<file path="config.mk">
export PLATFORM = sky130hd
export DESIGN_NAME = lpm_ctrl
export DESIGN_NICKNAME = d
export VERILOG_FILES = /design/src/logic/lpm_pkg.sv /design/src/logic/lpm_wake.sv /design/src/logic/lpm_ctrl.sv
export VERILOG_INCLUDE_DIRS = /design/src /design/src/logic
export SDC_FILE = /design/constraint.sdc
export NUM_CORES = 1
export LEC_CHECK = 0
export BUFFER_PORTS_ARGS = -buffer_cell sky130_fd_sc_hd__buf_2
export CAP_MARGIN = 25
export CORE_MARGIN = 2
export CORE_UTILIZATION = 47
export DETAILED_ROUTE_END_ITERATION = 8
export PLACE_DENSITY_LB_ADDON = 0.08
export SYNTH_ARGS = -nofsm -noshare
export SYNTH_HDL_FRONTEND = slang
export SYNTH_SLANG_ARGS = --single-unit
</file>
<file path="constraint.sdc">
create_clock -name aclk -period 1.6 [get_ports aclk]
set_input_delay 0.08 -clock aclk [delete_from_list [all_inputs] [get_ports aclk]]
set_output_delay 0.08 -clock aclk [all_outputs]
set_load 0.05 [all_outputs]
</file>
<file path="src/logic/lpm_params.svh">
// Constants for the low-power mode controller: register offsets, fields, resets.
// Assumes inclusion by the package and the modules that need these macros.
`ifndef LPM_PARAMS_SVH
`define LPM_PARAMS_SVH
`define LPM_OFF_CTRL 4'h0
`define LPM_OFF_PRIO 4'h4
`define LPM_OFF_PORT 4'h8
`define LPM_OFF_STAT 4'hc
`define LPM_CTRL_HALT 0
`define LPM_CTRL_STOP 1
`define LPM_CTRL_MODE_LO 2
`define LPM_CTRL_MODE_HI 3
`define LPM_NUM_SRC 4
`define LPM_PRIO_W 3
`define LPM_PIN_W 8
`define LPM_PRIO_RST 12'h000
`define LPM_ERR_SLVERR 2'h2
`define LPM_OKAY 2'h0
`endif

</file>
<file path="src/logic/lpm_pkg.sv">
// Types shared by the low-power mode controller.
// Assumes lpm_params.svh on the include path.
`include "lpm_params.svh"
package lpm_pkg;
	typedef enum logic [1:0] {LPM_SINGLE, LPM_EXPAND, LPM_MICRO, LPM_RSVD} lpm_mode_e;
	typedef enum {LPM_RUN, LPM_HALT, LPM_STOP} lpm_state_e;
endpackage : lpm_pkg

</file>
<file path="src/logic/lpm_wake.sv">
// Wake detector: a pending request with nonzero priority, or the NMI, ends low power.
// Assumes synchronous request inputs and the priority bank of the controller.
`timescale 1ns/100ps
`include "lpm_params.svh"
module lpm_wake
	import lpm_pkg::*;
(
	input wire logic [`LPM_NUM_SRC-1:0] req, // Interrupt requests
	input wire logic [`LPM_NUM_SRC*`LPM_PRIO_W-1:0] prio, // Priority levels
	input wire logic nmi, // Non-maskable request
	output logic wake // Wake condition
);
	logic [`LPM_NUM_SRC-1:0] hit;
	genvar i;
	// A zero priority level disables its source
	generate
		for (i = 0; i < `LPM_NUM_SRC; i++)
		begin : g_src
			assign hit[i] = req[i] && (prio[i*`LPM_PRIO_W +: `LPM_PRIO_W] != '0);
		end
	endgenerate
	assign wake = nmi || (|hit);
endmodule : lpm_wake

</file>
<file path="src/logic/lpm_ctrl.sv">
// Low-power mode controller with AXI4-Lite registers and bus-pin hold.
// Assumes one 20 MHz clock, synchronous inputs, synchronous active-low reset.
//
// Added by the designer: the placing of the registers and register access over AXI4-Lite.
`timescale 1ns/100ps
`include "lpm_params.svh"
module lpm_ctrl
	import lpm_pkg::*;
(
	input wire logic aclk, // System clock
	input wire logic aresetn, // Synchronous reset, low active
	input wire logic [3:0] s_axi_awaddr, // Write address
	input wire logic s_axi_awvalid, // Write address valid
	output logic s_axi_awready, // Write address ready
	input wire logic [31:0] s_axi_wdata, // Write data
	input wire logic [3:0] s_axi_wstrb, // Write strobes
	input wire logic s_axi_wvalid, // Write data valid
	output logic s_axi_wready, // Write data ready
	output logic [1:0] s_axi_bresp, // Write response
	output logic s_axi_bvalid, // Write response valid
	input wire logic s_axi_bready, // Write response ready
	input wire logic [3:0] s_axi_araddr, // Read address
	input wire logic s_axi_arvalid, // Read address valid
	output logic s_axi_arready, // Read address ready
	output logic [31:0] s_axi_rdata, // Read data
	output logic [1:0] s_axi_rresp, // Read response
	output logic s_axi_rvalid, // Read data valid
	input wire logic s_axi_rready, // Read data ready
	input wire logic halt_insn, // CPU halt instruction pulse
	input wire logic [`LPM_NUM_SRC-1:0] irq_req, // Interrupt requests
	input wire logic nmi_req, // Non-maskable request
	input wire logic [`LPM_PIN_W-1:0] bus_out, // Bus data from the bus unit
	input wire logic [`LPM_PIN_W-1:0] bus_oe, // Bus enables from the bus unit
	output logic [`LPM_PIN_W-1:0] pin_o, // Pin output levels
	output logic [`LPM_PIN_W-1:0] pin_oe, // Pin output enables
	output logic cpu_halted, // CPU clock gated
	output logic clk_stopped // All clocks stopped
);
	localparam int PW = `LPM_NUM_SRC * `LPM_PRIO_W;
	lpm_state_e st_q, st_d;
	lpm_mode_e mode_q, mode_d;
	logic [PW-1:0] prio_q, prio_d;
	logic [`LPM_PIN_W-1:0] port_q, port_d, dir_q, dir_d;
	logic [`LPM_PIN_W-1:0] pin_o_q, pin_o_d, pin_oe_q, pin_oe_d;
	logic aw_q, aw_d, w_q, w_d, bv_q, bv_d, rv_q, rv_d;
	logic [3:0] awa_q, awa_d;
	logic [31:0] wd_q, wd_d, rd_q, rd_d;
	logic [3:0] ws_q, ws_d;
	logic [1:0] br_q, br_d, rr_q, rr_d;
	logic wake;
	logic do_wr;

	// Wake decode across all sources
	lpm_wake u_wake (
		.req(irq_req),
		.prio(prio_q),
		.nmi(nmi_req),
		.wake(wake)
	);

	// Bus mode test, used by pin mux and register writes
	function automatic logic is_bus(input lpm_mode_e m);
		is_bus = (m == LPM_EXPAND) || (m == LPM_MICRO);
	endfunction : is_bus

	// Byte-lane merge of a write
	function automatic logic [31:0] merge(input logic [31:0] old, input logic [31:0] nw,
		input logic [3:0] st);
		logic [31:0] r;
		r = old;
		for (int b = 0; b < 4; b++)
		begin
			if (st[b])
			begin
				r[b*8 +: 8] = nw[b*8 +: 8];
			end
		end
		merge = r;
	endfunction : merge

	assign do_wr = aw_q && w_q && !bv_q;

	// AXI write channel and register updates
	always_comb
	begin
		logic [31:0] v;
		v = '0;
		aw_d = aw_q;
		w_d = w_q;
		awa_d = awa_q;
		wd_d = wd_q;
		ws_d = ws_q;
		bv_d = bv_q;
		br_d = br_q;
		mode_d = mode_q;
		prio_d = prio_q;
		port_d = port_q;
		dir_d = dir_q;
		st_d = st_q;
		if (s_axi_awvalid && !aw_q)
		begin
			aw_d = 1'b1;
			awa_d = s_axi_awaddr;
		end
		if (s_axi_wvalid && !w_q)
		begin
			w_d = 1'b1;
			wd_d = s_axi_wdata;
			ws_d = s_axi_wstrb;
		end
		if (bv_q && s_axi_bready)
		begin
			bv_d = 1'b0;
		end
		// Low-power state: leave only on an accepted wake request
		unique case (st_q)
			LPM_RUN:
			begin
				if (halt_insn)
				begin
					st_d = LPM_HALT;
				end
			end
			LPM_HALT, LPM_STOP:
			begin
				if (wake)
				begin
					st_d = LPM_RUN;
				end
			end
		endcase
		if (do_wr)
		begin
			aw_d = 1'b0;
			w_d = 1'b0;
			bv_d = 1'b1;
			br_d = `LPM_OKAY;
			unique case (awa_q)
				`LPM_OFF_CTRL:
				begin
					v = merge({28'h0, mode_q, 2'b00}, wd_q, ws_q);
					mode_d = lpm_mode_e'(v[`LPM_CTRL_MODE_HI:`LPM_CTRL_MODE_LO]);
					if (st_q == LPM_RUN && v[`LPM_CTRL_STOP])
					begin
						st_d = LPM_STOP;
					end
					else if (st_q == LPM_RUN && v[`LPM_CTRL_HALT])
					begin
						st_d = LPM_HALT;
					end
				end
				`LPM_OFF_PRIO:
				begin
					v = merge({20'h0, prio_q}, wd_q, ws_q);
					prio_d = v[PW-1:0];
				end
				`LPM_OFF_PORT:
				begin
					// Port writes are dropped while the pins serve the bus
					if (!is_bus(mode_q))
					begin
						v = merge({16'h0, dir_q, port_q}, wd_q, ws_q);
						port_d = v[7:0];
						dir_d = v[15:8];
					end
				end
				`LPM_OFF_STAT:
				begin
					v = '0;
				end
				default:
				begin
					br_d = `LPM_ERR_SLVERR;
				end
			endcase
		end
	end

	// AXI read channel
	always_comb
	begin
		rv_d = rv_q;
		rd_d = rd_q;
		rr_d = rr_q;
		if (rv_q && s_axi_rready)
		begin
			rv_d = 1'b0;
		end
		if (s_axi_arvalid && !rv_q)
		begin
			rv_d = 1'b1;
			rr_d = `LPM_OKAY;
			unique case (s_axi_araddr)
				`LPM_OFF_CTRL: rd_d = {28'h0, mode_q, 2'b00};
				`LPM_OFF_PRIO: rd_d = {20'h0, prio_q};
				`LPM_OFF_PORT: rd_d = {16'h0, dir_q, port_q};
				`LPM_OFF_STAT: rd_d = {30'h0, st_q == LPM_STOP, st_q == LPM_HALT};
				default:
				begin
					rd_d = '0;
					rr_d = `LPM_ERR_SLVERR;
				end
			endcase
		end
	end

	// Pin mux: bus modes hold in low power, single-chip drives the port
	always_comb
	begin
		pin_o_d = pin_o_q;
		pin_oe_d = pin_oe_q;
		if (!is_bus(mode_q))
		begin
			pin_o_d = port_q;
			pin_oe_d = dir_q;
		end
		else if (st_q == LPM_RUN)
		begin
			pin_o_d = bus_out;
			pin_oe_d = bus_oe;
		end
		// Halt and stop both keep the last bus level here
	end

	// State registers
	always_ff @(posedge aclk)
	begin
		if (!aresetn)
		begin
			st_q <= LPM_RUN;
			mode_q <= LPM_SINGLE;
			prio_q <= `LPM_PRIO_RST;
			port_q <= '0;
			dir_q <= '0;
			pin_o_q <= '0;
			pin_oe_q <= '0;
			aw_q <= 1'b0;
			w_q <= 1'b0;
			awa_q <= '0;
			wd_q <= '0;
			ws_q <= '0;
			bv_q <= 1'b0;
			br_q <= '0;
			rv_q <= 1'b0;
			rd_q <= '0;
			rr_q <= '0;
		end
		else
		begin
			st_q <= st_d;
			mode_q <= mode_d;
			prio_q <= prio_d;
			port_q <= port_d;
			dir_q <= dir_d;
			pin_o_q <= pin_o_d;
			pin_oe_q <= pin_oe_d;
			aw_q <= aw_d;
			w_q <= w_d;
			awa_q <= awa_d;
			wd_q <= wd_d;
			ws_q <= ws_d;
			bv_q <= bv_d;
			br_q <= br_d;
			rv_q <= rv_d;
			rd_q <= rd_d;
			rr_q <= rr_d;
		end
	end

	// Outputs straight from flip-flops, cpu_halted and clk_stopped decoded from st_q (ready flags are inverted holding flops)
	assign s_axi_awready = !aw_q;
	assign s_axi_wready = !w_q;
	assign s_axi_bvalid = bv_q;
	assign s_axi_bresp = br_q;
	assign s_axi_arready = !rv_q;
	assign s_axi_rvalid = rv_q;
	assign s_axi_rdata = rd_q;
	assign s_axi_rresp = rr_q;
	assign pin_o = pin_o_q;
	assign pin_oe = pin_oe_q;
	assign cpu_halted = (st_q != LPM_RUN);
	assign clk_stopped = (st_q == LPM_STOP);
endmodule : lpm_ctrl

</file>
---- Word level (Yosys, flattened, before mapping) ----
Index checks and enable logic that the tools add are counted.
storage, ports and cells
  word-level logic and storage cells ...... 95
  input port bits ......................... 73
  flip-flop bits (word level) ............. 140
operators by class
  muxes and demuxes ....................... 21
  bitwise gates (word level) .............. 2
  reductions and logical operators ........ 40
  equality and inequality tests ........... 14
operator list
  operator                                                           count
  32-bit 2-to-1 mux                                                  6
  32-bit by 2-bit == test with 1-bit output (second input constant)  2
  32-bit logical NOT                                                 2
  16-bit one-hot mux with 4 select lines                             1
  32-bit one-hot mux with 2 select lines                             1
  32-bit by 1-bit == test with 1-bit output (second input constant)  1
  32-bit by 3-bit == test with 1-bit output (second input constant)  1
  8-bit 2-to-1 mux                                                   4
  32-bit nonzero test                                                1
  4-bit == test (second input constant)                              4
  1-bit logical AND                                                  13
  4-bit 2-to-1 mux                                                   3
  3-bit nonzero test                                                 4
  4-bit OR reduction                                                 3
  3-bit AND reduction                                                3
  4-bit by 3-bit == test with 1-bit output (second input constant)   2
  4-bit logical NOT                                                  2
  4-bit AND reduction                                                2
  1-bit logical NOT                                                  4
  1-bit 2-to-1 mux                                                   4
  2-bit 2-to-1 mux                                                   2
  2-bit nonzero test                                                 2
  2-bit OR reduction                                                 2
  3-bit inequality test (second input constant)                      1
  5 further kinds                                                    7

---- Longest topological paths before layout ----
Gate-level depths: netlist of run 1.
  word-level depth ........................ 10
  depth in mapped cells ................... 7
  depth with buffers taken out ............ 5

---- By module ----
A second synthesis of run 1 with hierarchy kept.
second synthesis, totals
  cells, all modules ...................... 561
  area total of the unflattened synthesis .. 4944.7 um^2
by module, submodules not included
  module    times used  area an instance (um^2)  cells an instance
  lpm_ctrl  1           4904.7                   555
  lpm_wake  1           40.0                     6

---- Worst setup path before layout of run 1 ----
Ideal clock, no wire load.
  kind .................................... register -> register
  start point ............................. register st_q[26]
  end point ............................... register rd_q[1], in the netlist s_axi_rdata[1]
  data required time ...................... 1.530 ns
  arrival time ............................ 2.704 ns
  setup slack ............................. -1.174 ns
  library setup time ...................... 0.070 ns
  cell stages (with the launch flop) ...... 6
  cells stage by stage .................... dfxtp_1 > nor4_1 > nand4_1 > nor4_1 > nand3_1 > a21oi_1
on the way
  word-level cells in the longest chain between the ends .. 2
RTL lines
  item                                       line             source
  start, declared                            lpm_ctrl.sv:40   lpm_state_e st_q, st_d;
  start signal, assigned                     lpm_ctrl.sv:250  st_q <= st_d;
  32-bit by 3-bit == test with 1-bit output  n/a
  named net clk_stopped                      lpm_ctrl.sv:37   output logic clk_stopped
  16-bit one-hot mux with 4 select lines     lpm_ctrl.sv:193  unique case (s_axi_araddr)
  end signal, assigned                       lpm_ctrl.sv:265  rd_q <= rd_d;
  end, declared                              lpm_ctrl.sv:47   logic [31:0] wd_q, wd_d, rd_q, rd_d;
The timed path passes the listed nets, and every way through them passes these cells.
A chain may end at the register's enable or synchronous reset.

---- Worst setup path in the final report of run 1 ----
  start point ............................. register st_q[23]
  end point ............................... output port cpu_halted
on the way
  word-level cells in the longest chain between the ends .. 1
RTL lines
  item                 line             source
  32-bit nonzero test  lpm_ctrl.sv:281  assign cpu_halted = (st_q != LPM_RUN);
  end, declared        lpm_ctrl.sv:36   output logic cpu_halted,
Every way passes these cells.

==> results of run 1 <==
-- state kept, by name, summed over array words and instances, names as in the netlist, 2 cells and up --
name,cells
prio_q,12
mode_q,2
dir_q,8
pin_o,8
ws_q,2
port_q,8
st_q,32
awa_q,4
wd_q,16
s_axi_rdata,16
pin_oe,8
-- cell usage in the layout, fill, tap and decap left out, types with 5 or more instances in the layout --
cell | Yosys | final
conb_1 | 1 | 18
mux2i_1 | 51 | 48
and2_1 | 20 | 20
clkbuf_16 | 0 | 17
buf_2 | 3 | 93
nor4_4 | 0 | 6
nor2_1 | 62 | 62
clkinv_4 | 0 | 5
buf_12 | 0 | 5
a21oi_1 | 51 | 50
nand2_1 | 45 | 45
inv_1 | 7 | 5
dfxtp_1 | 122 | 115
nand3_1 | 8 | 5
and2_2 | 10 | 10
a22oi_1 | 11 | 11
buf_4 | 19 | 31
buf_6 | 0 | 6
o21ai_0 | 22 | 22
dfxtp_2 | 0 | 6
dlygate4sd3_1 | 0 | 48
-- metrics by stage --
stage               hold slack, ns  instance area, um2  total power, mW  setup TNS (ns)
floorplan                   0.1715                4802            3.585          -6.656
global placement            0.2726                5488            3.727          -12.74
detailed placement          0.2708                5488            3.736          -13.02
CTS                        0.02892                6745            7.758          -19.33
global route               0.05048                6882            7.971          -26.89
finish                     0.04130                6882            7.717          -18.48
-- routing by layer --
| layer | GRT usage | up-vias | share of wire |
|---|---|---|---|
| met4 | 0.06660 | 0 | 0.0087 |
| met2 | 0.3665 | 107 | 0.48 |
| met5 | 0 | - | 0 |
| met1 | 0.2950 | 1919 | 0.46 |
| met3 | 0.05576 | 11 | 0.046 |
| li1 | - | 2056 | - |
-- cells by family after synthesis --
group,Yosys count
compound gates,98
xor+xnor,2
buf+inv,52
flops,122
mux,51
other cells,1
simple gates,178
-- power by group --
part / leakage (nW) / switching, mW / total, mW / internal, mW
Clock: 0.292 / 1.39 / 3.90 / 2.51
Sequential: 0.991 / 0.0444 / 3.13 / 3.09
Combinational: 1.85 / 0.395 / 0.688 / 0.293
-- worst max-delay path: cells and delay by family, from the launching register on --
kind                   cells  cell delay (ns)
and+or+nand+nor            3             0.68
buffers and inverters      4             0.55
DFF                        1             0.33
-- area by class of cell --
cell class                      count  area [um2]
Clock buffer                       19       452.9
Clock inverter                     12       165.2
Fill cell                         769        2848
Inverter                            7       30.03
Multi-Input combinational cell    347        2225
Sequential cell                   122        2454
Tap cell                          133       166.4
Timing Repair Buffer              185        1389
-- timing repair --
action | CTS | global route
hold buffers | 48 | 0
buffers inserted | 6 | 3
setup endpoints to repair | 64 | 69
gates resized for setup | 21 | 23
gates cloned | 1 | 0
pin swaps | 10 | 10
endpoints found under the hold margin | 44 | 0
-- final timing paths --
path | slack [ns] | to | startpoint | depth (start not counted)
worst min-delay path | 0.04 | s_axi_rdata[2]$_SDFFE_PN0P_ | s_axi_araddr[3] | 4
worst max register to register | -0.41 | pin_o[1]$_SDFFE_PN0P_ | st_q[23]$_SDFF_PN0_ | 9
worst max-delay path | -0.56 | cpu_halted | st_q[23]$_SDFF_PN0_ | 7
worst min register to register | 0.45 | s_axi_rdata[13]$_SDFFE_PN0P_ | s_axi_rdata[13]$_SDFFE_PN0P_ | 2
==> results.cfg, run 1 <==
[grt]
grt_usage = 0.2244
grt_overflow = 0
grt_start_max_net_pins = 41
grt_pass1_wl_mm = 19.36
antenna_found_initial = 0
grt_pass1_vias = 3887

[floorplan]
io-pin-count = 132
start_util = 0.4821
core_um2 = 9729
dieArea_um2 = 10800
rows = 36
die_w_um = 103.9
die-height_um = 103.9

[placement]
globalplace.congestion = 0.7736
dpl.cell_count = 736
place_hpwl_mm = 7.830
port-buffer-count = 95
dp_slack_ns = -0.2956

[synthesis]
avgSynthCellArea_um2 = 9.307
synth_compound_area_frac = 0.1200
synthTopCellsByArea = dfxtp_1 (52%), mux2i_1 (11%), a21oi_1 (5.4%)
yosysMostFrequentCell = dfxtp_1
yosys.area_share.adder = 0
async_flop_share = 0
synth_top_area_share = 0.5207
ys_ff_latch = 122
synth_xor_xnor_area_share = 0.003734
synthMuxAreaShare = 0.1088
synth_top_family_by_area = simple AND/OR/NAND/NOR gates
syn_area_um2 = 4691
seq_area_frac_synth = 0.5207
yosysUniqueCellTypes = 43
synth-simple-area-share = 0.1851
synth_edf_count = 0
yosys-top-cells-count = dfxtp_1 (122), nor2_1 (62), a21oi_1 (51), mux2i_1 (51), nand2_1 (45)
yosys.area.top_type = dfxtp_1
synthFlopType = dfxtp_1
synth_warnings = 0
synth_cells = 504

[critical_path]
critical_path_class = reg2out
slowest_delay_ns = 0.33
path_cells = nor4_4, nand4_1, buf_4, nor4_4, buf_12, inv_1, buf_6
worst_setup_path_start_kind = register
critPathArrivalTime_ns = 2.08
cp_common_cell = nor4_4
worst-path-max-fanout = 3
slowest_stage = dfxtp_2
endpoint_kind = primary output
crit_required_ns = 1.52

[outcome]
failed_checks = setup timing
status = finished, violations left

[timing]
timing.final.crit_share = 1.349
clock.fmax_mhz = 463.5
finalWorstPathRequiredPeriod_ns = 2.158
finalHoldViolCount = 0
fin_worst_skew_ns = 0.009452
worst_slack_ns = -0.5577
finalSetupViolCount = 60
slew_headroom = 0.6135
tightest_slew_ns = 0.5784
maxSlewViolCount = 0
rsz0062_at_grt = true

[layout]
final_util = 0.7073
insertedDiodeCount = 0
nets = 753
syn_to_final_growth_pct = 46.71
final_layout_size_suffix_gt1_frac = 0.3078
stdcell_count = 825

[route]
wirelength_mm = 12.12
drt_iter0_markers = 153
ant_nets = 0
route.detailed.drc = 0
via_per_inst = 4.961
wire_per_inst_um = 14.69
first_pass_iters = 5
num_vias = 4093

[clock_tree]
clockBufferDepth = 2
clock_latency_ns = 0.52
cts.sinks = 122
cts_tree = built
htreeDepth = 4
cts-root-buf = clkbuf_8
cts.clk_slew.worst_paths_ns = 0.06
cts_buffers = 17

[job]
maxCapViolCount = 0

[pwr]
p_leak_nw = 3.132
peakVddDrop_mv = 0.6685
power_density_nw_per_um2 = 1121

[hold_path]
hold_path_class = in2reg
Note: power is estimated with default switching activity, not from simulation.
==> run 2: changes to the inputs <==
--- a/config.mk
+++ b/config.mk
@@ -11,7 +11,7 @@
 export CORE_MARGIN = 2
 export CORE_UTILIZATION = 47
 export DETAILED_ROUTE_END_ITERATION = 8
-export PLACE_DENSITY_LB_ADDON = 0.08
+export PLACE_DENSITY_LB_ADDON = 0.15
 export SYNTH_ARGS = -nofsm -noshare
 export SYNTH_HDL_FRONTEND = slang
 export SYNTH_SLANG_ARGS = --single-unit
==> results.cfg, run 2 (same netlist as run 1, synthesis figures left out) <==
[critical_path]
cp_common_cell = buf_6
endpoint_kind = primary output
worst_setup_path_start_kind = register
critPathArrivalTime_ns = 2.19
slowest_delay_ns = 0.38
worst-path-max-fanout = 3
critPathTopFamily = simple AND/OR/NAND/NOR gates
crit_required_ns = 1.52
path_buf_inv = 3
slowest_stage = nor4_1
path_cells = nor4_1, nand4_1, buf_6, buf_6, nor4_4, buf_6
critical_path_class = reg2out

[hold_path]
hold_path_class = in2reg

[floorplan]
dieArea_um2 = 10800
die_w_um = 103.9
start_util = 0.4821
core_um2 = 9729
rows = 36
die-height_um = 103.9
io-pin-count = 132

[route]
via_per_inst = 5.024
drt_iter0_markers = 173
first_pass_iters = 4
ant_nets = 0
num_vias = 4170
wirelength_mm = 12.60
wire_per_inst_um = 15.18
route.detailed.drc = 0

[placement]
place_hpwl_mm = 7.700
placed_area_um2 = 5500
port-buffer-count = 95
dpl.cell_count = 736
globalplace.congestion = 0.8041

[layout]
multi_input_area_um2 = 2292
insertedDiodeCount = 0
fill_cells = 720
final_layout_size_suffix_gt1_frac = 0.3271
syn_to_final_growth_pct = 49.72
top_register = st_q
mostFrequentLayoutCells = dfxtp_1 (117), buf_2 (93), nor2_1 (62)
stdcell_count = 830
seq_area_um2 = 2451
final_common_cell = dfxtp_1
largest_register_ffs = 32
fin_area_um2 = 7023
nets = 757

[timing]
clock.fmax_mhz = 441.1
tns_ns = -27.16
timing.final.crit_share = 1.417
slew_headroom = 0.6254
tightest_slew_ns = 0.5606
rsz0062_at_grt = true
maxSlewViolCount = 0
finalWorstPathRequiredPeriod_ns = 2.267
finalSetupViolCount = 63
finalHoldViolCount = 0
fin_worst_skew_ns = 0.01091
worst_slack_ns = -0.6673

[clock_tree]
cts-root-buf = clkbuf_8
cts.clk_slew.worst_paths_ns = 0.06
cts.sinks = 122
cts_buffers = 17
cts_tree = built
clockBufferDepth = 2
htreeDepth = 4
clock_latency_ns = 0.51

[grt]
grt_pass1_wl_mm = 19.86
grt_usage = 0.2268
grt_overflow = 0
grt_pass1_vias = 4017
grt_start_max_net_pins = 74
antenna_found_initial = 0

[pwr]
power_density_nw_per_um2 = 1105
peakVddDrop_mv = 0.5632
p_leak_nw = 3.168

[job]
maxCapViolCount = 0

[outcome]
failed_checks = setup timing
status = finished, violations left
run 2: cell types whose count changed in the layout (fill, tap and decap cells not counted), moves of 3 or more:
| cell | change |
|---|---|
| and2_4 | +16 |
| and2_2 | -10 |
| and2_1 | -6 |
| buf_6 | +6 |
| dlygate4sd3_1 | -4 |
| inv_6 | +4 |
| mux2i_4 | +4 |
| nor4_4 | -3 |
run 2: cell type report:
type	instances	area share
clock inverters	14	0.02655
clock buffers	18	0.05950
inverters	7	0.004276
repair buffers	189	0.2106
multi-input cells	347	0.3264
well taps	133	0.02370
flip-flops and latches	122	0.3490
run 2: what timing repair did:
item,4_1_cts,5_1_grt
hold endpoints to repair,44,0
resized for setup,27,44
hold buffers,44,0
gates cloned,1,3
buffers inserted,10,6
pin swaps,9,17
setup endpoints to repair,74,76
run 2: power by group:
part	switching (mW)	internal, mW	leakage (nW)	total [mW]
clock	1.46	2.41	0.289	3.88
sequential	0.0433	3.09	0.990	3.13
combinational	0.424	0.331	1.89	0.755
total	1.93	5.83	3.17	7.76
run 2: through the flow:
step | util | setup slack, ns | total power, mW | hold slack (ns)
CTS | 0.6955 | -0.5843 | 7.726 | 0.001871
detailed placement | 0.5653 | -0.3818 | 3.743 | 0.2743
floorplan | - | -0.2303 | 3.585 | 0.1715
global route | 0.7218 | -0.7325 | 8.036 | 0.05260
finish | 0.7218 | -0.6673 | 7.761 | 0.01219
global placement | 0.5653 | -0.3254 | 3.732 | 0.2711
run 2: per-layer routing:
layer | vias up | share of wire | GRT usage
met5 | - | 0 | 0
met3 | 11 | 0.047 | 0.05576
li1 | 2056 | - | -
met2 | 124 | 0.48 | 0.3698
met1 | 1979 | 0.46 | 0.3015
met4 | 0 | 0.010 | 0.06081
run 2: path summary, 6_finish.rpt:
kind                                              startpoint                            to  slack [ns]  cells past startpoint
worst max register to register           st_q[23]$_SDFF_PN0_           st_q[14]$_SDFF_PN0_       -0.57                     10
worst min register to register  s_axi_rdata[14]$_SDFFE_PN0P_  s_axi_rdata[14]$_SDFFE_PN0P_        0.45                      2
worst min-delay path                         s_axi_araddr[1]   s_axi_rdata[2]$_SDFFE_PN0P_        0.01                      4
worst max-delay path                      st_q[7]$_SDFF_PN0_                   clk_stopped       -0.67                      6
run 2: tightest hold or removal path, cell delays in order:
cell     delay, ns
buf_2         0.13
nor3_1        0.08
a22oi_1       0.13
nor2_1        0.05
